File: src/rtl/addr_mode_consts.svh
`ifndef ADDR_MODE_CONSTS_SVH
`define ADDR_MODE_CONSTS_SVH

// Opcodes
`define OP_READ_BANK 8'h16
`define OP_WRITE_BANK 8'h17
`define OP_ENTER_4B 8'hB7
`define OP_READ_SR1 8'h05
`define OP_WRITE_SR1 8'h01
`define OP_VOL_SR_EN 8'h50
`define OP_READ_3B 8'h03
`define OP_FAST_READ_3B 8'h0B
`define OP_PROGRAM_3B 8'h02
`define OP_ERASE_3B 8'h20
`define OP_READ_4B 8'h13
`define OP_FAST_READ_4B 8'h0C
`define OP_PROGRAM_4B 8'h12
`define OP_ERASE_4B 8'h21

// Bank register layout; bank and status register reset values
`define BANK_MODE_BIT 7
`define BANK_RESET 8'h00
`define SR1_RESET 8'h00

// 4-byte capability word: 1 = supported, 0 = not
`define CAP_READ_BIT 0
`define CAP_FAST_READ_BIT 1
`define CAP_PROGRAM_BIT 6
`define CAP_ERASE_BIT 9
`define CAP_WORD 32'h0000_0243

// Bit counts
`define BITS_PER_BYTE 6'h08
`define ADDR3_BITS 6'h18
`define ADDR4_BITS 6'h20
`define LAST_BIT 3'h7

`endif

File: src/rtl/addr_mode_pkg.sv
package addr_mode_pkg;

	typedef enum logic [2:0] {
		ST_IDLE = 3'b000,
		ST_OPCODE = 3'b001,
		ST_ADDR = 3'b010,
		ST_DATA_IN = 3'b011,
		ST_DATA_OUT = 3'b100,
		ST_DONE = 3'b101
	} phase_type;

	typedef enum logic [0:0] {
		TGT_BANK = 1'b0,
		TGT_SR1 = 1'b1
	} target_type;

	typedef struct packed {
		logic [1:0] sck_sync;
		logic [1:0] cs_n_sync;
		logic [1:0] si_sync;
		logic sck_prev;
		phase_type phase;
		target_type target;
		logic [5:0] bit_cnt;
		logic [5:0] addr_bits;
		logic [7:0] opcode;
		logic [31:0] shift_in;
		logic [7:0] shift_out;
		logic out_first;
		logic [7:0] bank;
		logic [7:0] sr1;
		logic vol_active;
		logic sr1_loaded;
		logic nv_write;
		logic [7:0] nv_data;
		logic cmd_valid;
		logic [7:0] cmd_opcode;
		logic [31:0] cmd_addr;
		logic cmd_4byte;
	} state_type;

endpackage
File: src/rtl/addr_mode_ctrl.sv
`timescale 1ns/1ps
`include "addr_mode_consts.svh"

module addr_mode_ctrl
	import addr_mode_pkg::*;
(
	input wire logic clk,
	input wire logic rst_n,
	input wire logic spi_sck,
	input wire logic spi_cs_n,
	input wire logic spi_si,
	output logic spi_so,
	output logic spi_so_oe_n,
	input wire logic [7:0] nv_sr1_value,
	output logic nv_sr1_write,
	output logic [7:0] nv_sr1_data,
	output logic [31:0] cap_word,
	output logic [7:0] bank_value,
	output logic [7:0] sr1_value,
	output logic cmd_valid,
	output logic [7:0] cmd_opcode,
	output logic [31:0] cmd_addr,
	output logic cmd_4byte
);

	state_type state_reg;
	state_type state_next;

	// A literal cannot be bit-selected, so the capability word gets a name
	localparam logic [31:0] CAP_BITS = `CAP_WORD;

	// A 4-byte opcode is accepted only if its capability bit is set
	function automatic logic is_4b_op(input logic [7:0] op);
		logic hit;
		hit = 1'b0;
		case (op)
			`OP_READ_4B: hit = CAP_BITS[`CAP_READ_BIT];
			`OP_FAST_READ_4B: hit = CAP_BITS[`CAP_FAST_READ_BIT];
			`OP_PROGRAM_4B: hit = CAP_BITS[`CAP_PROGRAM_BIT];
			`OP_ERASE_4B: hit = CAP_BITS[`CAP_ERASE_BIT];
			default: hit = 1'b0;
		endcase
		return hit;
	endfunction

	function automatic logic is_3b_op(input logic [7:0] op);
		return (op == `OP_READ_3B) || (op == `OP_FAST_READ_3B) ||
			(op == `OP_PROGRAM_3B) || (op == `OP_ERASE_3B);
	endfunction

	always_comb
	begin
		logic rise;
		logic fall;
		logic sel;
		logic [7:0] byte_in;
		rise = 1'b0;
		fall = 1'b0;
		sel = 1'b0;
		byte_in = 8'h00;
		state_next = state_reg;
		state_next.sck_sync = {state_reg.sck_sync[0], spi_sck};
		state_next.cs_n_sync = {state_reg.cs_n_sync[0], spi_cs_n};
		state_next.si_sync = {state_reg.si_sync[0], spi_si};
		state_next.sck_prev = state_reg.sck_sync[1];
		state_next.nv_write = 1'b0;
		state_next.cmd_valid = 1'b0;
		rise = state_reg.sck_sync[1] && !state_reg.sck_prev;
		fall = !state_reg.sck_sync[1] && state_reg.sck_prev;
		sel = !state_reg.cs_n_sync[1];
		byte_in = {state_reg.shift_in[6:0], state_reg.si_sync[1]};

		// Power-up load waits one clock after reset so no port feeds reset
		if (!state_reg.sr1_loaded)
		begin
			state_next.sr1 = nv_sr1_value;
			state_next.sr1_loaded = 1'b1;
		end

		if (!sel)
		begin
			state_next.phase = ST_IDLE;
			state_next.bit_cnt = 6'h00;
		end
		else
		begin
			case (state_reg.phase)
				ST_IDLE:
				begin
					state_next.phase = ST_OPCODE;
					state_next.bit_cnt = 6'h00;
				end
				ST_OPCODE:
				begin
					if (rise)
					begin
						state_next.shift_in = {state_reg.shift_in[30:0], state_reg.si_sync[1]};
						state_next.bit_cnt = state_reg.bit_cnt + 6'h01;
						if (state_reg.bit_cnt[2:0] == `LAST_BIT)
						begin
							state_next.opcode = byte_in;
							state_next.bit_cnt = 6'h00;
							state_next.phase = ST_DONE;
							state_next.out_first = 1'b1;
							case (byte_in)
								`OP_READ_BANK:
								begin
									state_next.shift_out = state_reg.bank;
									state_next.phase = ST_DATA_OUT;
								end
								`OP_READ_SR1:
								begin
									// Reads follow whichever copy is live
									state_next.shift_out = state_reg.sr1;
									state_next.phase = ST_DATA_OUT;
								end
								`OP_WRITE_BANK:
								begin
									state_next.target = TGT_BANK;
									state_next.phase = ST_DATA_IN;
								end
								`OP_WRITE_SR1:
								begin
									state_next.target = TGT_SR1;
									state_next.phase = ST_DATA_IN;
								end
								`OP_ENTER_4B:
									state_next.bank[`BANK_MODE_BIT] = 1'b1;
								`OP_VOL_SR_EN:
									state_next.vol_active = 1'b1;
								default:
								begin
									if (is_4b_op(byte_in))
									begin
										state_next.addr_bits = `ADDR4_BITS;
										state_next.phase = ST_ADDR;
									end
									else if (is_3b_op(byte_in))
									begin
										state_next.addr_bits = state_reg.bank[`BANK_MODE_BIT] ?
											`ADDR4_BITS : `ADDR3_BITS;
										state_next.phase = ST_ADDR;
									end
								end
							endcase
						end
					end
				end
				ST_ADDR:
				begin
					if (rise)
					begin
						state_next.shift_in = {state_reg.shift_in[30:0], state_reg.si_sync[1]};
						state_next.bit_cnt = state_reg.bit_cnt + 6'h01;
						if (state_reg.bit_cnt + 6'h01 == state_reg.addr_bits)
						begin
							state_next.cmd_valid = 1'b1;
							state_next.cmd_opcode = state_reg.opcode;
							state_next.cmd_4byte = (state_reg.addr_bits == `ADDR4_BITS);
							if (state_reg.addr_bits == `ADDR4_BITS)
								state_next.cmd_addr = {state_reg.shift_in[30:0],
									state_reg.si_sync[1]};
							else
								state_next.cmd_addr = {1'b0, state_reg.bank[6:0],
									state_reg.shift_in[22:0], state_reg.si_sync[1]};
							state_next.phase = ST_DONE;
						end
					end
				end
				ST_DATA_IN:
				begin
					if (rise)
					begin
						state_next.shift_in = {state_reg.shift_in[30:0], state_reg.si_sync[1]};
						state_next.bit_cnt = state_reg.bit_cnt + 6'h01;
						if (state_reg.bit_cnt[2:0] == `LAST_BIT)
						begin
							// Only the first byte counts; extra bytes are ignored
							state_next.phase = ST_DONE;
							if (state_reg.target == TGT_BANK)
								state_next.bank = byte_in;
							else
							begin
								state_next.sr1 = byte_in;
								if (!state_reg.vol_active)
								begin
									state_next.nv_write = 1'b1;
									state_next.nv_data = byte_in;
								end
							end
						end
					end
				end
				ST_DATA_OUT:
				begin
					if (fall)
					begin
						// First falling edge keeps the MSB already driven
						if (state_reg.out_first)
							state_next.out_first = 1'b0;
						else
							state_next.shift_out = {state_reg.shift_out[6:0],
								state_reg.shift_out[7]};
					end
				end
				ST_DONE:
					state_next.phase = ST_DONE;
				default:
					state_next.phase = ST_IDLE;
			endcase
		end
	end

	always_ff @(posedge clk)
	begin
		if (!rst_n)
		begin
			state_reg <= '0;
			state_reg.sck_sync <= 2'h0;
			state_reg.cs_n_sync <= 2'h3;
			state_reg.phase <= ST_IDLE;
			state_reg.bank <= `BANK_RESET;
			state_reg.sr1 <= `SR1_RESET;
		end
		else
			state_reg <= state_next;
	end

	assign spi_so = state_reg.shift_out[7];
	assign spi_so_oe_n = !(state_reg.phase == ST_DATA_OUT);
	assign nv_sr1_write = state_reg.nv_write;
	assign nv_sr1_data = state_reg.nv_data;
	assign cap_word = `CAP_WORD;
	assign bank_value = state_reg.bank;
	assign sr1_value = state_reg.sr1;
	assign cmd_valid = state_reg.cmd_valid;
	assign cmd_opcode = state_reg.cmd_opcode;
	assign cmd_addr = state_reg.cmd_addr;
	assign cmd_4byte = state_reg.cmd_4byte;

endmodule

File: config.mk
export PLATFORM = sky130hd
export DESIGN_NAME = addr_mode_ctrl
export DESIGN_NICKNAME = d
export VERILOG_FILES = /design/src/rtl/addr_mode_pkg.sv /design/src/rtl/addr_mode_ctrl.sv
export VERILOG_INCLUDE_DIRS = /design/src /design/src/rtl
export SDC_FILE = /design/constraint.sdc
export NUM_CORES = 1
export LEC_CHECK = 0
export ABC_AREA = 1
export BUFFER_PORTS_ARGS = -buffer_cell sky130_fd_sc_hd__buf_2
export CAP_MARGIN = 20
export CORE_MARGIN = 2
export CORE_UTILIZATION = 47
export DETAILED_ROUTE_END_ITERATION = 16
export GPL_ROUTABILITY_DRIVEN = 0
export GPL_TIMING_DRIVEN = 0
export HOLD_SLACK_MARGIN = 0.08
export PLACE_DENSITY = 0.72
export RECOVER_POWER = 100
export SYNTH_ARGS = -nofsm -noshare
export SYNTH_HDL_FRONTEND = slang
export SYNTH_SLANG_ARGS = --single-unit
File: constraint.sdc
create_clock -name clk -period 5.65 [get_ports clk]
set_clock_uncertainty 0.2 [all_clocks]
set_input_delay 1.13 -clock clk [delete_from_list [all_inputs] [get_ports clk]]
set_output_delay 1.13 -clock clk [all_outputs]
set_load 0.05 [all_outputs]
==> out/metrics.csv, run 1 <==
stage,metric,value,unit
critical_path,sort of element at the start of the critical path,flip-flop,
sta,minimum period implied by the final worst setup slack,3.28,ns
die,core area,0.0133,mm²
route,total wirelength of the detailed-routed design,15900,µm
run,Max Cap Violations,0,
logic_synthesis,XOR/XNOR share of the synthesized area,0,%
clock_network,register clock-pin slew on the reported worst setup and hold paths,0.06,ns
logic_synthesis,leading post-synthesis cells by instance count,"dfxtp_1 (136), nand2_1 (135), nor2_1 (113), buf_4 (96), o21ai_0 (89)",
logic_synthesis,main flop type after synthesis,dfxtp_1,
logic_synthesis,mean instance size in the synthesized netlist,7.26,µm²
logic_synthesis,Post-Synthesis Cells,889,
die,number of top-level pins,114,
critical_path,"reg-to-reg slack, setup",2.37,ns
critical_path,largest stage delay on the critical path,0.49,ns
route,via count of the routed design,5966,
logic_synthesis,"synthesized-area fraction occupied by ao, oa, aoi and oai cells",16.8,%
logic_synthesis,dominant combinational cell family by area after synthesis,simple AND/OR/NAND/NOR gates,
power_and_ir_drop,Leakage Power,3.36,nW
die,row cnt,42,
hold_path,type of the most critical hold path,reg -> reg,
critical_path,path depth of the worst reg2reg path,9,
clock_network,hold-fix buffers at CTS,0,
clock_network,clock sinks,136,
logic_synthesis,cell type with the largest total area after synthesis,dfxtp_1,
critical_path,CP Class,reg -> reg,
critical_path,data required time of the critical path,5.72,ns
critical_path,Critical R2R Launch,state_reg[124],
cells_and_area,Layout Utilization,57.4,%
logic_synthesis,synthesized area,0.00645,mm²
global_route,maximum number of pins on one net before global-route repair,17,
placed_design,placed cell areas,0.00719,mm²
logic_synthesis,number of warning messages in the yosys log,0,
logic_synthesis,Synth async-reset ratio,0,%
logic_synthesis,most common cell in the synthesized netlist,dfxtp_1,
logic_synthesis,multiplexer fraction of the synthesized cell area,0.349,%
logic_synthesis,count of flip-flops with a built-in enable after synthesis,0,
clock_network,CTS tree,yes,
sta,final critical-path setup slack,2.37,ns
critical_path,CP cell instances,ha_1 > ha_1 > nor2_1 > a21boi_0 > nand3_4 > inv_1 > clkbuf_1 > clkbuf_1 > a21oi_1,
cells_and_area,number of flip-flops under the largest register name,64,
placed_design,post-detail-place hpwl,11300,µm
global_route,number of antenna violations at the first check in global routing,0,
clock_network,CTS Buffer Depth,2,
power_and_ir_drop,PnR Total Power,0.00227,W
critical_path,reg2reg end,cmd_addr[24],
logic_synthesis,"post-synthesis share of cell area spent on and, or, nand and nor gates",21.0,%
logic_synthesis,flip-flop and latch count after synthesis,136,
critical_path,number of buffers and inverters on the critical path,3,
placed_design,post-place setup slack,2.58,ns
critical_path,Crit path max-delay family,buffers and inverters,
critical_path,"Data arrival, critical path",3.35,ns
route,mean number of vias per cell,4.94,
cells_and_area,post-route cell area,0.00766,mm²
clock_network,number of buffers added by the clock tree synthesis step,17,
sta,upper clock frequency limit,305,MHz
critical_path,cell with the biggest individual delay on the critical path,a21boi_0,
logic_synthesis,largest cells by area after synthesis,"dfxtp_1 (42%), buf_4 (11%), nand2_1 (7.9%)",
route,antenna violation net count after detailed routing,0,
die,overall die height,121,µm
logic_synthesis,Synth top area share,42.2,%
logic_synthesis,Adder-Cell Fraction of Synth Area,0.388,%
cells_and_area,filler cell count,1313,
outcome,outcome,completed,
route,Residual DRC,0,
die,die extent in x,121,µm
clock_network,clock latency at the later pin of the worst-skew pair,0.42,ns
power_and_ir_drop,VDD IR max,0.190,mV
global_route,total global routing track utilization,22.3,%
power_and_ir_drop,power density over cell area,296,mW/mm²
critical_path,maximum fanout along the worst path,10,
clock_network,clock tree root driver cell,clkbuf_16,
hold_path,worst hold stages,1,
logic_synthesis,number of library cell types mapped by synthesis,31,
sta,slew at the pin closest to its max-slew limit,0.649,ns
cells_and_area,Final Net Count,1034,
global_route,via count of the first global-routing pass,5389,
route,Detailed Route Iter0 Violations,453,
cells_and_area,diode count,0,
sta,share of the cycle needed by the critical path after routing,58.1,%
die,Starting Density,48.3,%
route,Pre-antenna DRT Iters,5,
global_route,global-route wire length before repair,25700,µm
logic_synthesis,sequential element share of the synthesized area,42.2,%
route,routed length per placed instance,13.2,µm
sta,Sum Neg Setup Slack,0,ns
hold_path,Hold Path Origin,state_next[138],
global_route,total global routing overflow,0,
cells_and_area,fraction of layout instances using a drive strength above 1,15.5,%
clock_network,count of cells resized by post-cts repair,0,
sta,endpoints failing hold,0,
sta,relative max-transition margin,56.6,%
hold_path,worst hold endpoint,state_reg[138],
sta,max-slew violation total from the final report,0,
sta,unrepaired setup endpoints after global routing,false,
placed_design,port buffer count,81,
clock_network,post-CTS setup buffers,0,
cells_and_area,layout-stage area growth over the synthesis result,18.8,%
sta,number of setup violations in the final report,0,
die,die area,0.0147,mm²
clock_network,total number of H-tree levels,4,
critical_path,element type at the critical path end,flip-flop,
where the power goes:
part | internal (W) | switching [W]
clock network | 0.000760 | 0.000395
registers | 0.000966 | 0.00000448
logic | 0.0000375 | 0.000105
total | 0.00176 | 0.000504
worst max-delay path by stage:
stage	from	slack, ns	to	cells past startpoint
after floorplan	state_reg[131]	3.34	spi_so_oe_n	4
after global placement	rst_n	2.59	cmd_valid	6
after detailed placement	rst_n	2.58	cmd_valid	6
after CTS	state_reg[131]	2.64	spi_so_oe_n	5
after global routing	state_reg[125]	2.07	cmd_opcode[6]	10
final	state_reg[124]	2.37	cmd_addr[24]	9
cell type report:
cell class                      instances  area, µm²  area share (%)
Tap cell                              176        220            2.87
Timing Repair Buffer                   81        318            4.15
Inverter                               83        312            4.07
Sequential cell                       136       2720            35.5
Clock buffer                           24        472            6.16
Clock inverter                          8        144            1.88
Multi-Input combinational cell        560       2570            33.6
Buffer                                140        901            11.8
cells by family (layout without fill, tap and decap cells):
logic type | count (synthesis) | in the layout
and+or+nand+nor | 323 | 323
buffers and inverters | 223 | 336
AOI/OAI and AO/OA | 201 | 201
DFF | 136 | 136
adders and majority gates | 2 | 2
other | 2 | 32
muxes | 2 | 2
worst reg2reg max path, stage by stage (launching register included):
cell      delay [ns]
dfxtp_1         0.41
ha_1            0.25
ha_1            0.27
nor2_1          0.14
a21boi_0        0.49
nand3_4         0.22
inv_1           0.14
clkbuf_1        0.41
clkbuf_1        0.45
a21oi_1         0.15
through the flow:
| stage | std cells | hold WS (ns) |
|---|---|---|
| 2_1_floorplan | 919 | 0.190 |
| 3_3_place_gp | 1176 | 0.196 |
| 3_5_place_dp | 1176 | 0.201 |
| 4_1_cts | 1208 | 0.213 |
| 5_1_grt | 1208 | 0.237 |
| 6_report | 1208 | 0.214 |
placed cells by master, fill, tap and decap left out, drive strengths merged, types with 5 or more instances in the layout:
master / synthesis / routed
buf: 114 / 119
a211oi: 12 / 12
a21oi: 85 / 85
nand2: 136 / 136
clkinv: 1 / 5
o21ai: 89 / 89
nor3: 6 / 6
a31oi: 11 / 11
nand3: 53 / 53
conb: 2 / 32
dfxtp: 136 / 136
clkbuf: 26 / 126
inv: 82 / 82
nor2: 118 / 118
nand4: 7 / 7
routing by layer:
metal | track usage, % | vias to the layer above | part of all wire [%]
met5 | 0 | - | 0
met4 | 10.1 | 0 | 3.4
met3 | 5.17 | 46 | 6.7
met2 | 35.6 | 216 | 45
met1 | 28.7 | 2689 | 45
li1 | - | 3015 | -
Note: power is estimated with default switching activity, not from simulation.
==> run 2: changes to the inputs <==
==> constraint.sdc (replaced) <==
create_clock -name clk -period 3.4 [get_ports clk]
set_clock_uncertainty 0.2 [all_clocks]
set_input_delay 0.68 -clock clk [delete_from_list [all_inputs] [get_ports clk]]
set_output_delay 0.68 -clock clk [all_outputs]
set_load 0.05 [all_outputs]
==> run 2 against run 1 <==
Net effect: die area unchanged; largest power group unchanged; final cell count unchanged; clock power up 67%; critical path type unchanged; routed wire length down 0.22%; sequential share of layout area down 0.075 points; critical path depth down 1; global-route usage about the same; combinational power up 66%.
==> out/metrics.csv, run 2 (synthesis gave the netlist of run 1 again) <==
stage,metric,value,unit,change
clock_network,clock latency at the later pin of the worst-skew pair,0.42,ns,about the same
clock_network,number of buffers added by the clock tree synthesis step,17,,unchanged
die,row cnt,42,,unchanged
route,via count of the routed design,5930,,-0.60%
hold_path,Hold Path Origin,rst_n,,
global_route,total global routing overflow,0,,unchanged
critical_path,sort of element at the start of the critical path,flip-flop,,
clock_network,CTS Buffer Depth,2,,unchanged
hold_path,type of the most critical hold path,in -> reg,,
clock_network,total number of H-tree levels,4,,unchanged
die,Starting Density,48.3,%,unchanged
route,mean number of vias per cell,4.91,,-0.60%
route,antenna violation net count after detailed routing,0,,unchanged
clock_network,count of cells resized by post-cts repair,0,,unchanged
critical_path,largest stage delay on the critical path,0.48,ns,about the same
global_route,total global routing track utilization,22.3,%,-0.040 points
clock_network,CTS tree,yes,,
route,Residual DRC,0,,unchanged
sta,Sum Neg Setup Slack,0,ns,unchanged
power_and_ir_drop,power density over cell area,491,mW/mm²,+66%
clock_network,post-CTS setup buffers,0,,unchanged
route,total wirelength of the detailed-routed design,15900,µm,-0.22%
global_route,number of antenna violations at the first check in global routing,0,,unchanged
power_and_ir_drop,VDD IR max,0.316,mV,+67%
sta,unrepaired setup endpoints after global routing,false,,
placed_design,port buffer count,81,,unchanged
cells_and_area,diode count,0,,unchanged
sta,number of setup violations in the final report,0,,unchanged
die,die extent in x,121,µm,unchanged
global_route,maximum number of pins on one net before global-route repair,17,,unchanged
placed_design,count of placed standard cells including taps,1176,,unchanged
sta,minimum period implied by the final worst setup slack,2.80,ns,-0.484 ns
die,die area,0.0147,mm²,unchanged
die,core area,0.0133,mm²,unchanged
cells_and_area,"commonest non-fill, non-tap cells in the layout","dfxtp_1 (136), nand2_1 (135), nor2_1 (114)",,
route,routed length per placed instance,13.1,µm,-0.22%
critical_path,CP Class,reg -> reg,,
critical_path,CP cell instances,ha_1 > ha_1 > nor2_1 > a21boi_0 > nand3_4 > clkbuf_1 > o21ai_0 > nor2_1,,
global_route,global-route wire length before repair,25700,µm,-0.13%
cells_and_area,layout-stage area growth over the synthesis result,19.0,%,
sta,relative max-transition margin,54.9,%,-1.6 points
cells_and_area,post-route cell area,0.00768,mm²,+0.21%
cells_and_area,filler cell count,1313,,unchanged
cells_and_area,fraction of layout instances using a drive strength above 1,15.4,%,-0.097 points
cells_and_area,filler-free cell count of the finished design,1208,,unchanged
critical_path,element type at the critical path end,flip-flop,,
cells_and_area,number of flip-flops under the largest register name,64,,unchanged
critical_path,cell with the biggest individual delay on the critical path,a21boi_0,,
global_route,via count of the first global-routing pass,5385,,-0.074%
critical_path,maximum fanout along the worst path,10,,unchanged
die,number of top-level pins,114,,unchanged
route,Pre-antenna DRT Iters,5,,unchanged
critical_path,Critical R2R Launch,state_reg[124],,
critical_path,launch point of the worst path,state_reg[124],,
cells_and_area,most frequent standard cell in the layout excluding fill and tap cells,dfxtp_1,,
cells_and_area,Final Net Count,1034,,unchanged
placed_design,post-detail-place hpwl,11300,µm,unchanged
die,overall die height,121,µm,unchanged
placed_design,placed cell areas,0.00719,mm²,unchanged
sta,Hold Slack,0.212,ns,-0.00217 ns
sta,endpoints failing hold,0,,unchanged
clock_network,hold-fix buffers at CTS,0,,unchanged
cells_and_area,Sequential Area,0.00272,mm²,unchanged
clock_network,register clock-pin slew on the reported worst setup and hold paths,0.06,ns,about the same
clock_network,clock sinks,136,,unchanged
clock_network,clock tree root driver cell,clkbuf_16,,
sta,share of the cycle needed by the critical path after routing,82.2,%,+24 points
sta,max-slew violation total from the final report,0,,unchanged
critical_path,data required time of the critical path,3.50,ns,-2.22 ns
critical_path,"Data arrival, critical path",2.89,ns,-0.46 ns
power_and_ir_drop,Leakage Power,3.37,nW,+0.44%
outcome,outcome,completed,,
cells_and_area,area of the multi-input gates,0.00257,mm²,about the same
sta,slew at the pin closest to its max-slew limit,0.674,ns,+0.0243 ns
run,Max Cap Violations,0,,unchanged
sta,upper clock frequency limit,358,MHz,+17%
route,Detailed Route Iter0 Violations,465,,+2.6%
[run 2: cell counts in the layout (fill, tap and decap cells not counted)]
No cell type changed its count.
[run 2: through the flow]
stage / util [%] / total power [W] / worst slack, ns
after floorplan: - / 0.00184 / 1.32
after global placement: 53.9 / 0.00188 / 0.786
after detailed placement: 53.9 / 0.00188 / 0.782
after CTS: 58.5 / 0.00379 / 0.844
after global routing: 57.5 / 0.00388 / 0.360
final: 57.5 / 0.00377 / 0.605
[run 2: worst max-delay path: cells and delay by family (launching register included)]
family | cells | cell delay (ns)
adders and majority gates | 2 | 0.52
and+or+nand+nor | 3 | 0.42
DFF | 1 | 0.41
buffers and inverters | 1 | 0.30
AOI/OAI and AO/OA | 2 | 0.81
[run 2: worst paths after layout]
path / slack, ns / cells after the start / end
setup / recovery: 0.60 / 8 / cmd_opcode[1]
hold / removal: 0.21 / 1 / state_reg[51]
setup reg to reg: 0.60 / 8 / cmd_opcode[1]
hold reg to reg: 0.21 / 1 / state_reg[138]
[run 2: layer usage]
metal / routed length [µm] / track usage [%] / up-vias / part of all wire [%]
met1: 7080 / 28.7 / 2674 / 45
li1: - / - / 3017 / -
met3: 1050 / 5.12 / 34 / 6.6
met5: 0 / 0 / - / 0
met2: 7270 / 35.7 / 205 / 46
met4: 476 / 9.55 / 0 / 3.0
[run 2: final cells by class]
class / count / area share (%)
Buffer: 140 / 12.0
Multi-Input combinational cell: 560 / 33.5
Timing Repair Buffer: 81 / 4.14
Clock inverter: 8 / 1.87
Inverter: 83 / 4.06
Tap cell: 176 / 2.87
Sequential cell: 136 / 35.5
Clock buffer: 24 / 6.14
[run 2: report_power, final]
group          switching, W  internal (W)  total, W
Combinational      0.000174     0.0000623  0.000236
Sequential       0.00000747       0.00161   0.00161
Clock              0.000660       0.00126   0.00192
